==> src/stack_unit_consts.svh <==
// constants of the stack push and pop unit
`ifndef STACK_UNIT_CONSTS_SVH
`define STACK_UNIT_CONSTS_SVH

// register codes on the register select input
`define RC_DATA_FIRST 6'h00
`define RC_DATA_LAST 6'h07
`define RC_PTR_FIRST 6'h08
`define RC_PTR_LAST 6'h0d
`define RC_SP 6'h0e
`define RC_FP 6'h0f
`define RC_ADDR_FIRST 6'h10
`define RC_ADDR_LAST 6'h1f
`define RC_ACC_FIRST 6'h20
`define RC_ACC_LAST 6'h23
`define RC_ARITH 6'h24
`define RC_RET_SUB 6'h25
`define RC_RET_INT 6'h26
`define RC_RET_EXC 6'h27
`define RC_RET_NMI 6'h28
`define RC_RET_EMU 6'h29
`define RC_LOOP_FIRST 6'h2a
`define RC_LOOP_LAST 6'h2f
`define RC_CYC_LO 6'h30
`define RC_CYC_HI 6'h31
`define RC_EMU_DATA 6'h32
`define RC_USP 6'h33
`define RC_SEQ 6'h34
`define RC_SYSTEM_CONFIG_REG 6'h35
`define RC_COUNT 54

// stack geometry
`define WORD_BYTES 32'h00000004
`define ALIGN_OK 2'h0
`define DATA_LO_MAX 3'h7
`define PTR_LO_MAX 3'h5
`define SP_RESET 32'h00000000
`define FLAGS_RESET 32'h00000000

`endif

==> src/stack_unit_pkg.sv <==
// types of the stack push and pop unit
package stack_unit_pkg;
  typedef enum logic [1:0] {OP_PUSH, OP_PUSH_MULTI, OP_POP, OP_NONE} op_t;
  typedef enum logic [2:0] {
    EXC_NONE, EXC_UNDEF, EXC_PROT, EXC_ALIGN, EXC_MEM
  } exc_t;
endpackage : stack_unit_pkg

==> src/regfile_if.sv <==
// register file access between the sequencer and its storage
interface regfile_if;
  logic rd_en;
  logic [5:0] rd_idx;
  logic [31:0] rd_data;
  logic wr_en;
  logic [5:0] wr_idx;
  logic [31:0] wr_data;
  modport ctrl(output rd_en, rd_idx, wr_en, wr_idx, wr_data,
               input rd_data);
  modport store(input rd_en, rd_idx, wr_en, wr_idx, wr_data,
                output rd_data);
endinterface : regfile_if

==> src/stack_reg_mem.sv <==
// core register storage with registered read data
`include "stack_unit_consts.svh"
module stack_reg_mem #(
  parameter int DEPTH = 64
) (
  input wire logic ref_clk_i,
  input wire logic rst_n_i,
  regfile_if.store rf
);
  logic [31:0] mem [DEPTH];

  if (DEPTH > 64 || DEPTH < `RC_COUNT) begin : g_chk
    $error("stack_reg_mem: DEPTH out of range");
  end

  always_ff @(posedge ref_clk_i) begin
    if (rf.wr_en) begin
      mem[rf.wr_idx] <= rf.wr_data;
    end
  end

  always_ff @(posedge ref_clk_i) begin
    if (!rst_n_i) begin
      rf.rd_data <= 32'h00000000;
    end else if (rf.rd_en) begin
      rf.rd_data <= mem[rf.rd_idx];
    end
  end
endmodule : stack_reg_mem

==> src/stack_access_check.sv <==
// decode checks that decide whether a stack instruction may run
`include "stack_unit_consts.svh"
module stack_access_check
  import stack_unit_pkg::*;
(
  input wire op_t op_i,
  input wire logic [5:0] reg_code_i,
  input wire logic data_en_i,
  input wire logic ptr_en_i,
  input wire logic [2:0] ptr_lo_i,
  input wire logic parallel_i,
  input wire logic user_mode_i,
  input wire logic [1:0] sp_low_i,
  output exc_t cause_o
);
  function automatic logic in_range(input logic [5:0] c,
                                    input logic [5:0] lo,
                                    input logic [5:0] hi);
    return (c >= lo) && (c <= hi);
  endfunction : in_range

  function automatic logic is_priv(input logic [5:0] c);
    return (c == `RC_USP) || (c == `RC_SEQ) || (c == `RC_SYSTEM_CONFIG_REG) ||
           in_range(c, `RC_RET_INT, `RC_RET_EMU);
  endfunction : is_priv

  logic push_ok;
  logic pop_ok;
  logic multi_ok;

  // push set excludes the stack pointer; pop also rejects the cycle counters and the emulation data register
  always_comb begin
    push_ok = in_range(reg_code_i, `RC_DATA_FIRST, `RC_SYSTEM_CONFIG_REG) &&
              (reg_code_i != `RC_SP);
    pop_ok = push_ok && (reg_code_i != `RC_CYC_LO) &&
             (reg_code_i != `RC_CYC_HI) &&
             (reg_code_i != `RC_EMU_DATA);
    multi_ok = (data_en_i || ptr_en_i) &&
               (!ptr_en_i || ptr_lo_i <= `PTR_LO_MAX);
  end

  always_comb begin
    cause_o = EXC_NONE;
    if (parallel_i || op_i == OP_NONE) begin
      cause_o = EXC_UNDEF;
    end else if (op_i == OP_POP && reg_code_i == `RC_SP) begin
      cause_o = EXC_UNDEF;
    end else if ((op_i == OP_PUSH && !push_ok) ||
                 (op_i == OP_POP && !pop_ok) ||
                 (op_i == OP_PUSH_MULTI && !multi_ok)) begin
      cause_o = EXC_UNDEF;
    end else if (op_i != OP_PUSH_MULTI && user_mode_i &&
                 is_priv(reg_code_i)) begin
      cause_o = EXC_PROT;
    end else if (sp_low_i != `ALIGN_OK) begin
      cause_o = EXC_ALIGN;
    end
  end
endmodule : stack_access_check

==> src/stack_push_pop_unit.sv <==
// stack push, push multiple and pop sequencer of the core
`include "stack_unit_consts.svh"

module stack_push_pop_unit
  import stack_unit_pkg::*;
#(
  parameter int REG_DEPTH = 64
) (
  input wire logic ref_clk_i,
  input wire logic rst_n_i,
  input wire logic issue_valid_i,
  input wire op_t op_i,
  input wire logic [5:0] reg_code_i,
  input wire logic data_en_i,
  input wire logic [2:0] data_lo_i,
  input wire logic ptr_en_i,
  input wire logic [2:0] ptr_lo_i,
  input wire logic parallel_i,
  input wire logic user_mode_i,
  output logic issue_ready_o,
  output logic done_o,
  output logic exc_o,
  output exc_t exc_cause_o,
  output logic mem_req_o,
  output logic mem_we_o,
  output logic [31:0] mem_addr_o,
  output logic [31:0] mem_wdata_o,
  input wire logic mem_ack_i,
  input wire logic mem_err_i,
  input wire logic [31:0] mem_rdata_i,
  input wire logic irq_pending_i,
  output logic irq_take_o,
  output logic irq_enable_o,
  output logic [31:0] stack_pointer_o,
  output logic [31:0] arith_flags_o,
  input wire logic reg_load_i,
  input wire logic [5:0] reg_load_idx_i,
  input wire logic [31:0] reg_load_data_i,
  output logic loaded_o,
  output logic [5:0] loaded_idx_o,
  output logic [31:0] loaded_data_o
);
  typedef enum logic [1:0] {ST_IDLE, ST_FETCH, ST_STORE, ST_LOAD} state_t;

  if (REG_DEPTH < `RC_COUNT || REG_DEPTH > 64) begin : g_chk
    $error("stack_push_pop_unit: REG_DEPTH out of range");
  end

  // first register of a multi push: lowest selected data or pointer
  function automatic logic [5:0] first_multi(input logic d_en,
                                             input logic [2:0] d_lo,
                                             input logic [2:0] p_lo);
    if (d_en) begin
      return {3'h0, d_lo};
    end
    return `RC_PTR_FIRST + {3'h0, p_lo};
  endfunction : first_multi

  // step to next register: data up to top, then pointers
  function automatic logic [5:0] next_multi(input logic [5:0] cur,
                                            input logic [2:0] p_lo);
    if (cur == `RC_DATA_LAST) begin
      return `RC_PTR_FIRST + {3'h0, p_lo};
    end
    return cur + 6'h01;
  endfunction : next_multi

  // the range always ends at the top data or top pointer register
  function automatic logic multi_more(input logic [5:0] cur,
                                      input logic p_en);
    return !((cur == `RC_PTR_LAST) ||
             (cur == `RC_DATA_LAST && !p_en));
  endfunction : multi_more

  state_t state_reg;
  op_t op_reg;
  logic [5:0] cur_reg;
  logic ptr_en_reg;
  logic [2:0] ptr_lo_reg;
  logic [31:0] sp_reg;
  logic [31:0] sp_start_reg;
  logic hold_reg;
  logic irq_en_reg;
  logic [31:0] flags_reg;
  logic done_reg;
  logic exc_reg;
  exc_t cause_reg;
  logic req_reg;
  logic we_reg;
  logic [31:0] addr_reg;
  logic [31:0] wdata_reg;
  logic loaded_reg;
  logic [5:0] loaded_idx_reg;
  logic [31:0] loaded_data_reg;
  exc_t check_cause;
  logic accept;
  logic reject;
  logic store_ack;
  logic load_ack;
  logic mem_fault;
  logic more;

  regfile_if rf ();

  stack_access_check u_check (
    .op_i(op_i),
    .reg_code_i(reg_code_i),
    .data_en_i(data_en_i),
    .ptr_en_i(ptr_en_i),
    .ptr_lo_i(ptr_lo_i),
    .parallel_i(parallel_i),
    .user_mode_i(user_mode_i),
    .sp_low_i(sp_reg[1:0]),
    .cause_o(check_cause)
  );

  stack_reg_mem #(
    .DEPTH(REG_DEPTH)
  ) u_regs (
    .ref_clk_i(ref_clk_i),
    .rst_n_i(rst_n_i),
    .rf(rf)
  );

  always_comb begin
    accept = (state_reg == ST_IDLE) && issue_valid_i &&
             (check_cause == EXC_NONE);
    reject = (state_reg == ST_IDLE) && issue_valid_i &&
             (check_cause != EXC_NONE);
    store_ack = (state_reg == ST_STORE) && mem_ack_i && !mem_err_i;
    load_ack = (state_reg == ST_LOAD) && mem_ack_i && !mem_err_i;
    mem_fault = (state_reg == ST_STORE || state_reg == ST_LOAD) &&
                mem_err_i;
    more = (op_reg == OP_PUSH_MULTI) && multi_more(cur_reg, ptr_en_reg);
  end

  // register file reads feed stores, writes take pops and loads
  always_comb begin
    rf.rd_en = 1'b0;
    rf.rd_idx = cur_reg;
    if (accept && op_i == OP_PUSH) begin
      rf.rd_en = 1'b1;
      rf.rd_idx = reg_code_i;
    end else if (accept && op_i == OP_PUSH_MULTI) begin
      rf.rd_en = 1'b1;
      rf.rd_idx = first_multi(data_en_i, data_lo_i, ptr_lo_i);
    end else if (store_ack && more) begin
      rf.rd_en = 1'b1;
      rf.rd_idx = next_multi(cur_reg, ptr_lo_reg);
    end
    rf.wr_en = load_ack ||
               ((state_reg == ST_IDLE) && !issue_valid_i && reg_load_i);
    rf.wr_idx = load_ack ? cur_reg : reg_load_idx_i;
    rf.wr_data = load_ack ? mem_rdata_i : reg_load_data_i;
  end

  // sequencing
  always_ff @(posedge ref_clk_i) begin
    if (!rst_n_i) begin
      state_reg <= ST_IDLE;
      op_reg <= OP_PUSH;
      cur_reg <= 6'h00;
      ptr_en_reg <= 1'b0;
      ptr_lo_reg <= 3'h0;
    end else begin
      case (state_reg)
        ST_IDLE: begin
          if (accept) begin
            op_reg <= op_i;
            ptr_en_reg <= ptr_en_i;
            ptr_lo_reg <= ptr_lo_i;
            cur_reg <= rf.rd_idx;
            if (op_i == OP_POP) begin
              cur_reg <= reg_code_i;
              state_reg <= ST_LOAD;
            end else begin
              state_reg <= ST_FETCH;
            end
          end
        end
        ST_FETCH: begin
          state_reg <= ST_STORE;
        end
        ST_STORE: begin
          if (mem_fault) begin
            state_reg <= ST_IDLE;
          end else if (store_ack && more) begin
            cur_reg <= rf.rd_idx;
            state_reg <= ST_FETCH;
          end else if (store_ack) begin
            state_reg <= ST_IDLE;
          end
        end
        ST_LOAD: begin
          if (mem_fault || load_ack) begin
            state_reg <= ST_IDLE;
          end
        end
        default: begin
          state_reg <= ST_IDLE;
        end
      endcase
    end
  end

  // stack pointer: pre-decrement per store, post-increment per pop
  always_ff @(posedge ref_clk_i) begin
    if (!rst_n_i) begin
      sp_reg <= `SP_RESET;
      sp_start_reg <= `SP_RESET;
    end else begin
      if (accept) begin
        sp_start_reg <= sp_reg;
      end
      if (mem_fault) begin
        sp_reg <= sp_start_reg;
      end else if (state_reg == ST_FETCH) begin
        sp_reg <= sp_reg - `WORD_BYTES;
      end else if (load_ack) begin
        sp_reg <= sp_reg + `WORD_BYTES;
      end
    end
  end

  // memory request: stores below the pointer, loads at it
  always_ff @(posedge ref_clk_i) begin
    if (!rst_n_i) begin
      req_reg <= 1'b0;
      we_reg <= 1'b0;
      addr_reg <= 32'h00000000;
      wdata_reg <= 32'h00000000;
    end else begin
      if (accept && op_i == OP_POP) begin
        req_reg <= 1'b1;
        we_reg <= 1'b0;
        addr_reg <= sp_reg;
      end else if (state_reg == ST_FETCH) begin
        req_reg <= 1'b1;
        we_reg <= 1'b1;
        addr_reg <= sp_reg - `WORD_BYTES;
        wdata_reg <= rf.rd_data;
      end else if (mem_fault || store_ack || load_ack) begin
        req_reg <= 1'b0;
        we_reg <= 1'b0;
      end
    end
  end

  // interrupt system state and hold-off during multi push
  always_ff @(posedge ref_clk_i) begin
    if (!rst_n_i) begin
      hold_reg <= 1'b0;
      irq_en_reg <= 1'b0;
    end else begin
      if (state_reg == ST_FETCH && op_reg == OP_PUSH_MULTI) begin
        hold_reg <= 1'b1;
      end else if (mem_fault || (store_ack && !more)) begin
        hold_reg <= 1'b0;
      end
      // subroutine return touches nothing here
      if (store_ack && op_reg == OP_PUSH && cur_reg == `RC_RET_INT) begin
        irq_en_reg <= 1'b1;
      end else if (load_ack && cur_reg == `RC_RET_INT) begin
        irq_en_reg <= 1'b0;
      end
    end
  end

  // arithmetic flags change only on a pop into the status register
  always_ff @(posedge ref_clk_i) begin
    if (!rst_n_i) begin
      flags_reg <= `FLAGS_RESET;
    end else if (load_ack && cur_reg == `RC_ARITH) begin
      flags_reg <= mem_rdata_i;
    end
  end

  // completion and exception reporting
  always_ff @(posedge ref_clk_i) begin
    if (!rst_n_i) begin
      done_reg <= 1'b0;
      exc_reg <= 1'b0;
      cause_reg <= EXC_NONE;
    end else begin
      done_reg <= (store_ack && !more) || load_ack;
      exc_reg <= reject || mem_fault;
      if (reject) begin
        cause_reg <= check_cause;
      end else if (mem_fault) begin
        cause_reg <= EXC_MEM;
      end
    end
  end

  // mirror of register writes made by pops
  always_ff @(posedge ref_clk_i) begin
    if (!rst_n_i) begin
      loaded_reg <= 1'b0;
      loaded_idx_reg <= 6'h00;
      loaded_data_reg <= 32'h00000000;
    end else begin
      loaded_reg <= load_ack;
      if (load_ack) begin
        loaded_idx_reg <= cur_reg;
        loaded_data_reg <= mem_rdata_i;
      end
    end
  end

  assign issue_ready_o = (state_reg == ST_IDLE);
  assign irq_take_o = irq_pending_i && irq_en_reg && !hold_reg;
  assign irq_enable_o = irq_en_reg;
  assign done_o = done_reg;
  assign exc_o = exc_reg;
  assign exc_cause_o = cause_reg;
  assign mem_req_o = req_reg;
  assign mem_we_o = we_reg;
  assign mem_addr_o = addr_reg;
  assign mem_wdata_o = wdata_reg;
  assign stack_pointer_o = sp_reg;
  assign arith_flags_o = flags_reg;
  assign loaded_o = loaded_reg;
  assign loaded_idx_o = loaded_idx_reg;
  assign loaded_data_o = loaded_data_reg;
endmodule : stack_push_pop_unit

==> config.mk <==
export PLATFORM = sky130hd
export DESIGN_NAME = stack_push_pop_unit
export DESIGN_NICKNAME = d
export VERILOG_FILES = /design/src/stack_unit_pkg.sv /design/src/regfile_if.sv /design/src/stack_reg_mem.sv /design/src/stack_access_check.sv /design/src/stack_push_pop_unit.sv
export VERILOG_INCLUDE_DIRS = /design/src
export SDC_FILE = /design/constraint.sdc
export NUM_CORES = 2
export LEC_CHECK = 0
export BUFFER_PORTS_ARGS = -buffer_cell sky130_fd_sc_hd__buf_2
export CELL_PAD_IN_SITES_DETAIL_PLACEMENT = 1
export CELL_PAD_IN_SITES_GLOBAL_PLACEMENT = 1
export CORE_ASPECT_RATIO = 0.6
export CORE_MARGIN = 1.5
export CORE_UTILIZATION = 54
export CTS_BUF_LIST = sky130_fd_sc_hd__clkbuf_8
export DETAILED_ROUTE_END_ITERATION = 12
export PLACE_DENSITY_LB_ADDON = 0.1
export SYNTH_ARGS = -nofsm -noshare
export SYNTH_HDL_FRONTEND = slang
export SYNTH_SLANG_ARGS = --single-unit
==> constraint.sdc <==
create_clock -name ref_clk_i -period 4.1 [get_ports ref_clk_i]
set_input_delay 0.205 -clock ref_clk_i [delete_from_list [all_inputs] [get_ports ref_clk_i]]
set_output_delay 0.205 -clock ref_clk_i [all_outputs]
set_load 0.05 [all_outputs]
==> impl_metrics.csv <==
group,metric,value,unit
global_route,gr-usage-all-layers,0.396,
finish,fillers,15501,
power_and_ir_drop,p_leak,37.8,nW
finish,fin_util,0.650,
critical_path,end_kind,"flop",
timing,slew_headroom,0.248,
synth,syn_inst,6384,
critical_path,crit_start,"cur_reg[1]$_SDFFE_PN0P_",
power_and_ir_drop,p_sw,12.8,mW
finish,fin_area,109000,sq um
synth,yosysTopAreaCell,"edfxtp_1",
timing,fin_ws,-0.0947,ns
die,initial_core_util,0.547,
drt,detail_route.vias_per_cell,6.99,
timing,finalSetupViolations,5,
critical_path,cpMostUsedCell,"a211oi_1",
power_and_ir_drop,sequentialPowerShare,0.535,
power_and_ir_drop,ir_drop,0.326,mV
global_route,overflow,0,
critical_path,rrSetupSlack,-0.09,ns
finish,largest_register_ffs,2048,
finish,syn_to_final_growth,18.8,%
die,ios,272,
place,dp_hpwl,212,mm
die,core,168000,sq um
die,die-height,322,um
run,maxCapViolations,0,
finish,final_cell_mix,"edfxtp_1, nand2_1, buf_4",
timing,fin_crit,4.19,ns
power_and_ir_drop,power_frac_comb,0.100,
critical_path,path_class,"reg2reg",
timing,worstMarginPinSlew,1.13,ns
drt,drt_iter0_drc,11192,
synth,postSynthAreaPerCell,14.4,sq um
critical_path,critical_path_arrival,5.08,ns
synth,async_flop_share,0,
critical_path,path_cells,"ha_4, nor3b_4, a211oi_4, o21ai_2, or3_4, buf_6, a31o_4, nand2_8, buf_16, buf_12, a211oi_1, o41ai_1, buf_4, nand4_1, a211oi_1",
die,die_x,535,um
drt,finalWirelength,353,mm
cts,clockBufferDepth,4,
critical_path,required,4.98,ns
drt,num_vias,67925,
cts,cts_htree_levels,5,
finish,largest_register,"u_regs.mem",
synth,ys_seq_elements,2302,
timing,fin_hold_ws,0.0421,ns
hold_path,hp-class,"in2reg",
global_route,antenna_found_initial,27,
power_and_ir_drop,p_clk_frac,0.365,
status,status,"finished, violations left",
synth,synth_flop_cell,"edfxtp_1",
critical_path,startpoint_type,"flop",
critical_path,timing.rr.start,"cur_reg[1]$_SDFFE_PN0P_",
timing,slew_viol_final,0,
die,die_area,172000,sq um
timing,fin_skew,0.0645,ns
status,violations,"negative setup slack",
synth,synth_edf_count,2048,
synth,synth_fp_nets,6485,
cts,clock-sinks,2302,
critical_path,crit_buf_inv,4,
cts,cts_buffers,335,
drt,wire_per_inst,36.3,um
timing,fmax,0.238,GHz
critical_path,path_depth,15,
power_and_ir_drop,p_sw_frac,0.265,
critical_path,r2r_cells,15,
place,port_buffers,271,
place,place_congestion,0.940,
synth,syn_area,91700,sq um
synth,synth_top_area_frac,0.671,
critical_path,worstPathMaxFanout,28,
synth,yosysSeqAreaShare,0.726,
global_route,grt_pass1_vias,67230,
finish,final_common_cell,"edfxtp_1",
critical_path,endpoint,"u_regs.rf.rd_data[24]$_SDFFE_PN0P_",
power_and_ir_drop,p_per_area,444,nW/um^2
global_route,grt_first_pass_wirelength,488,mm
critical_path,max_stage_delay,0.59,ns
critical_path,crit_family,"compound AO/OA/AOI/OAI gates",
critical_path,r2r-end,"u_regs.rf.rd_data[24]$_SDFFE_PN0P_",
cts,insertion_delay,0.98,ns
global_route,grt_max_degree,105,
cts,path_clk_slew,0.08,ns
critical_path,crit_slowest_cell,"o41ai_1",
finish,fin_nets,7307,
synth,synth_cell_type_count,76,
drt,drcViolationCount,0,
timing,hold_violations,0,
power_and_ir_drop,internal_power,35.5,mW
drt,first_pass_iters,6,
drt,ant_nets,0,
cts,cts_tree,"yes",
die,rows,116,
cts,cts-root-buf,"clkbuf_8",
finish,drive_above_1_share,0.240,
synth,synthTopCellsByArea,"edfxtp_1, dfxtp_1, a211oi_1",
synth,yosysWarnings,0,
place,placed_area,101000,sq um
timing,rsz0062_at_grt,"true",
timing,period_share,1.02,
-- cells in the mapped netlist, types with 11 or more instances --
cell type	instances
a2111o_1	24
a211o_1	32
a211oi_1	367
a21oi_1	463
a222oi_1	30
a22oi_1	14
a31o_2	175
a31oi_1	144
a32o_1	64
and3_1	325
buf_1	35
buf_2	93
buf_4	16
clkbuf_1	398
dfxtp_1	254
edfxtp_1	2048
inv_1	15
mux2i_1	163
mux4_2	65
nand2_1	632
nand3_1	136
nand4_1	37
nor2_1	194
nor3_1	21
nor4b_1	32
o21a_1	11
o21ai_0	230
o221ai_1	34
o22ai_1	37
o31ai_1	69
o41ai_1	64
or3_1	17
xnor2_1	15
-- power by group through the flow --
stage                     Combinational (mW)  Sequential (mW)  Clock (mW)
final                                   4.83             25.8        17.6
after detailed placement                4.37             26.3           0
after CTS                               4.52             25.8        17.5
after global placement                  4.23             26.3           0
after global routing                    4.95             25.8        18.6
after floorplan                         1.97             26.5           0
-- cell type report --
| type | instances | area, sq um | area share |
|---|---|---|---|
| multi-input cells | 3520 | 23900 | 0.220 |
| clock inverters | 242 | 1100 | 0.0101 |
| inverters | 16 | 65.1 | 0.000598 |
| well taps | 2242 | 2810 | 0.0258 |
| diodes | 3 | 7.51 | 0.0000689 |
| flip-flops and latches | 2302 | 66600 | 0.612 |
| repair buffers | 1031 | 9440 | 0.0866 |
| clock buffers | 362 | 4980 | 0.0458 |
-- kinds of logic (layout without fill, tap and decap cells) --
group,count (synthesis),after routing,share of synthesized area
AOI/OAI and AO/OA,1814,1814,0.136
xor gates and xnor gates,23,23,0.00220
adders and majority gates,6,6,0.000819
buffers and inverters,562,1651,0.0253
DFF,2302,2302,0.726
muxes,229,229,0.0339
other,0,3,0
and+or+nand+nor,1448,1448,0.0755
-- tightest hold or removal path: stages --
cell and delay, ns:
dlygate4sd3_1 0.54, buf_2 0.13, nand2_1 0.05, a21oi_1 0.05
-- stage by stage --
stage	TNS, ns	setup slack, ns	total power, mW	cells
final	-0.169	-0.0947	48.3	9718
after CTS	0	0.000543	47.9	9669
after global routing	-0.783	-0.211	49.3	9717
after floorplan	0	0.235	28.5	6384
after global placement	-2.35	-0.436	30.5	8961
after detailed placement	-4.52	-0.523	30.7	8961
-- worst min-delay path by stage --
stage	from	end	cells after the start
2_1_floorplan	ptr_lo_i[1]	ptr_lo_reg[1]$_SDFFE_PN0P_	2
3_3_place_gp	sp_start_reg[11]$_SDFFE_PN0N_	sp_start_reg[11]$_SDFFE_PN0N_	2
3_5_place_dp	loaded_data_o[25]$_SDFFE_PN0P_	loaded_data_o[25]$_SDFFE_PN0P_	2
4_1_cts	mem_rdata_i[17]	arith_flags_o[17]$_SDFFE_PN0P_	4
5_1_grt	mem_rdata_i[14]	arith_flags_o[14]$_SDFFE_PN0P_	4
6_report	mem_rdata_i[14]	arith_flags_o[14]$_SDFFE_PN0P_	4
-- per-layer routing --
layer | part of all wire | wire (um) | track usage | up-vias
met3 | 0.14 | 49300 | 0.117 | 961
met4 | 0.046 | 16300 | 0.162 | 20
met2 | 0.43 | 152000 | 0.567 | 5171
met1 | 0.38 | 135000 | 0.566 | 34815
met5 | 0.00097 | 341 | 0.00630 | -
li1 | - | - | - | 26958
-- timing repair --
item | in CTS | in global routing
setup endpoints to repair | 29 | 32
pin swaps | 11 | 22
gates resized for setup | 37 | 69
buffers inserted | 22 | 36
hold buffers | 79 | 0
endpoints found under the hold margin | 1256 | 0
gates cloned | 4 | 11
Note: power is estimated with default switching activity, not from simulation.
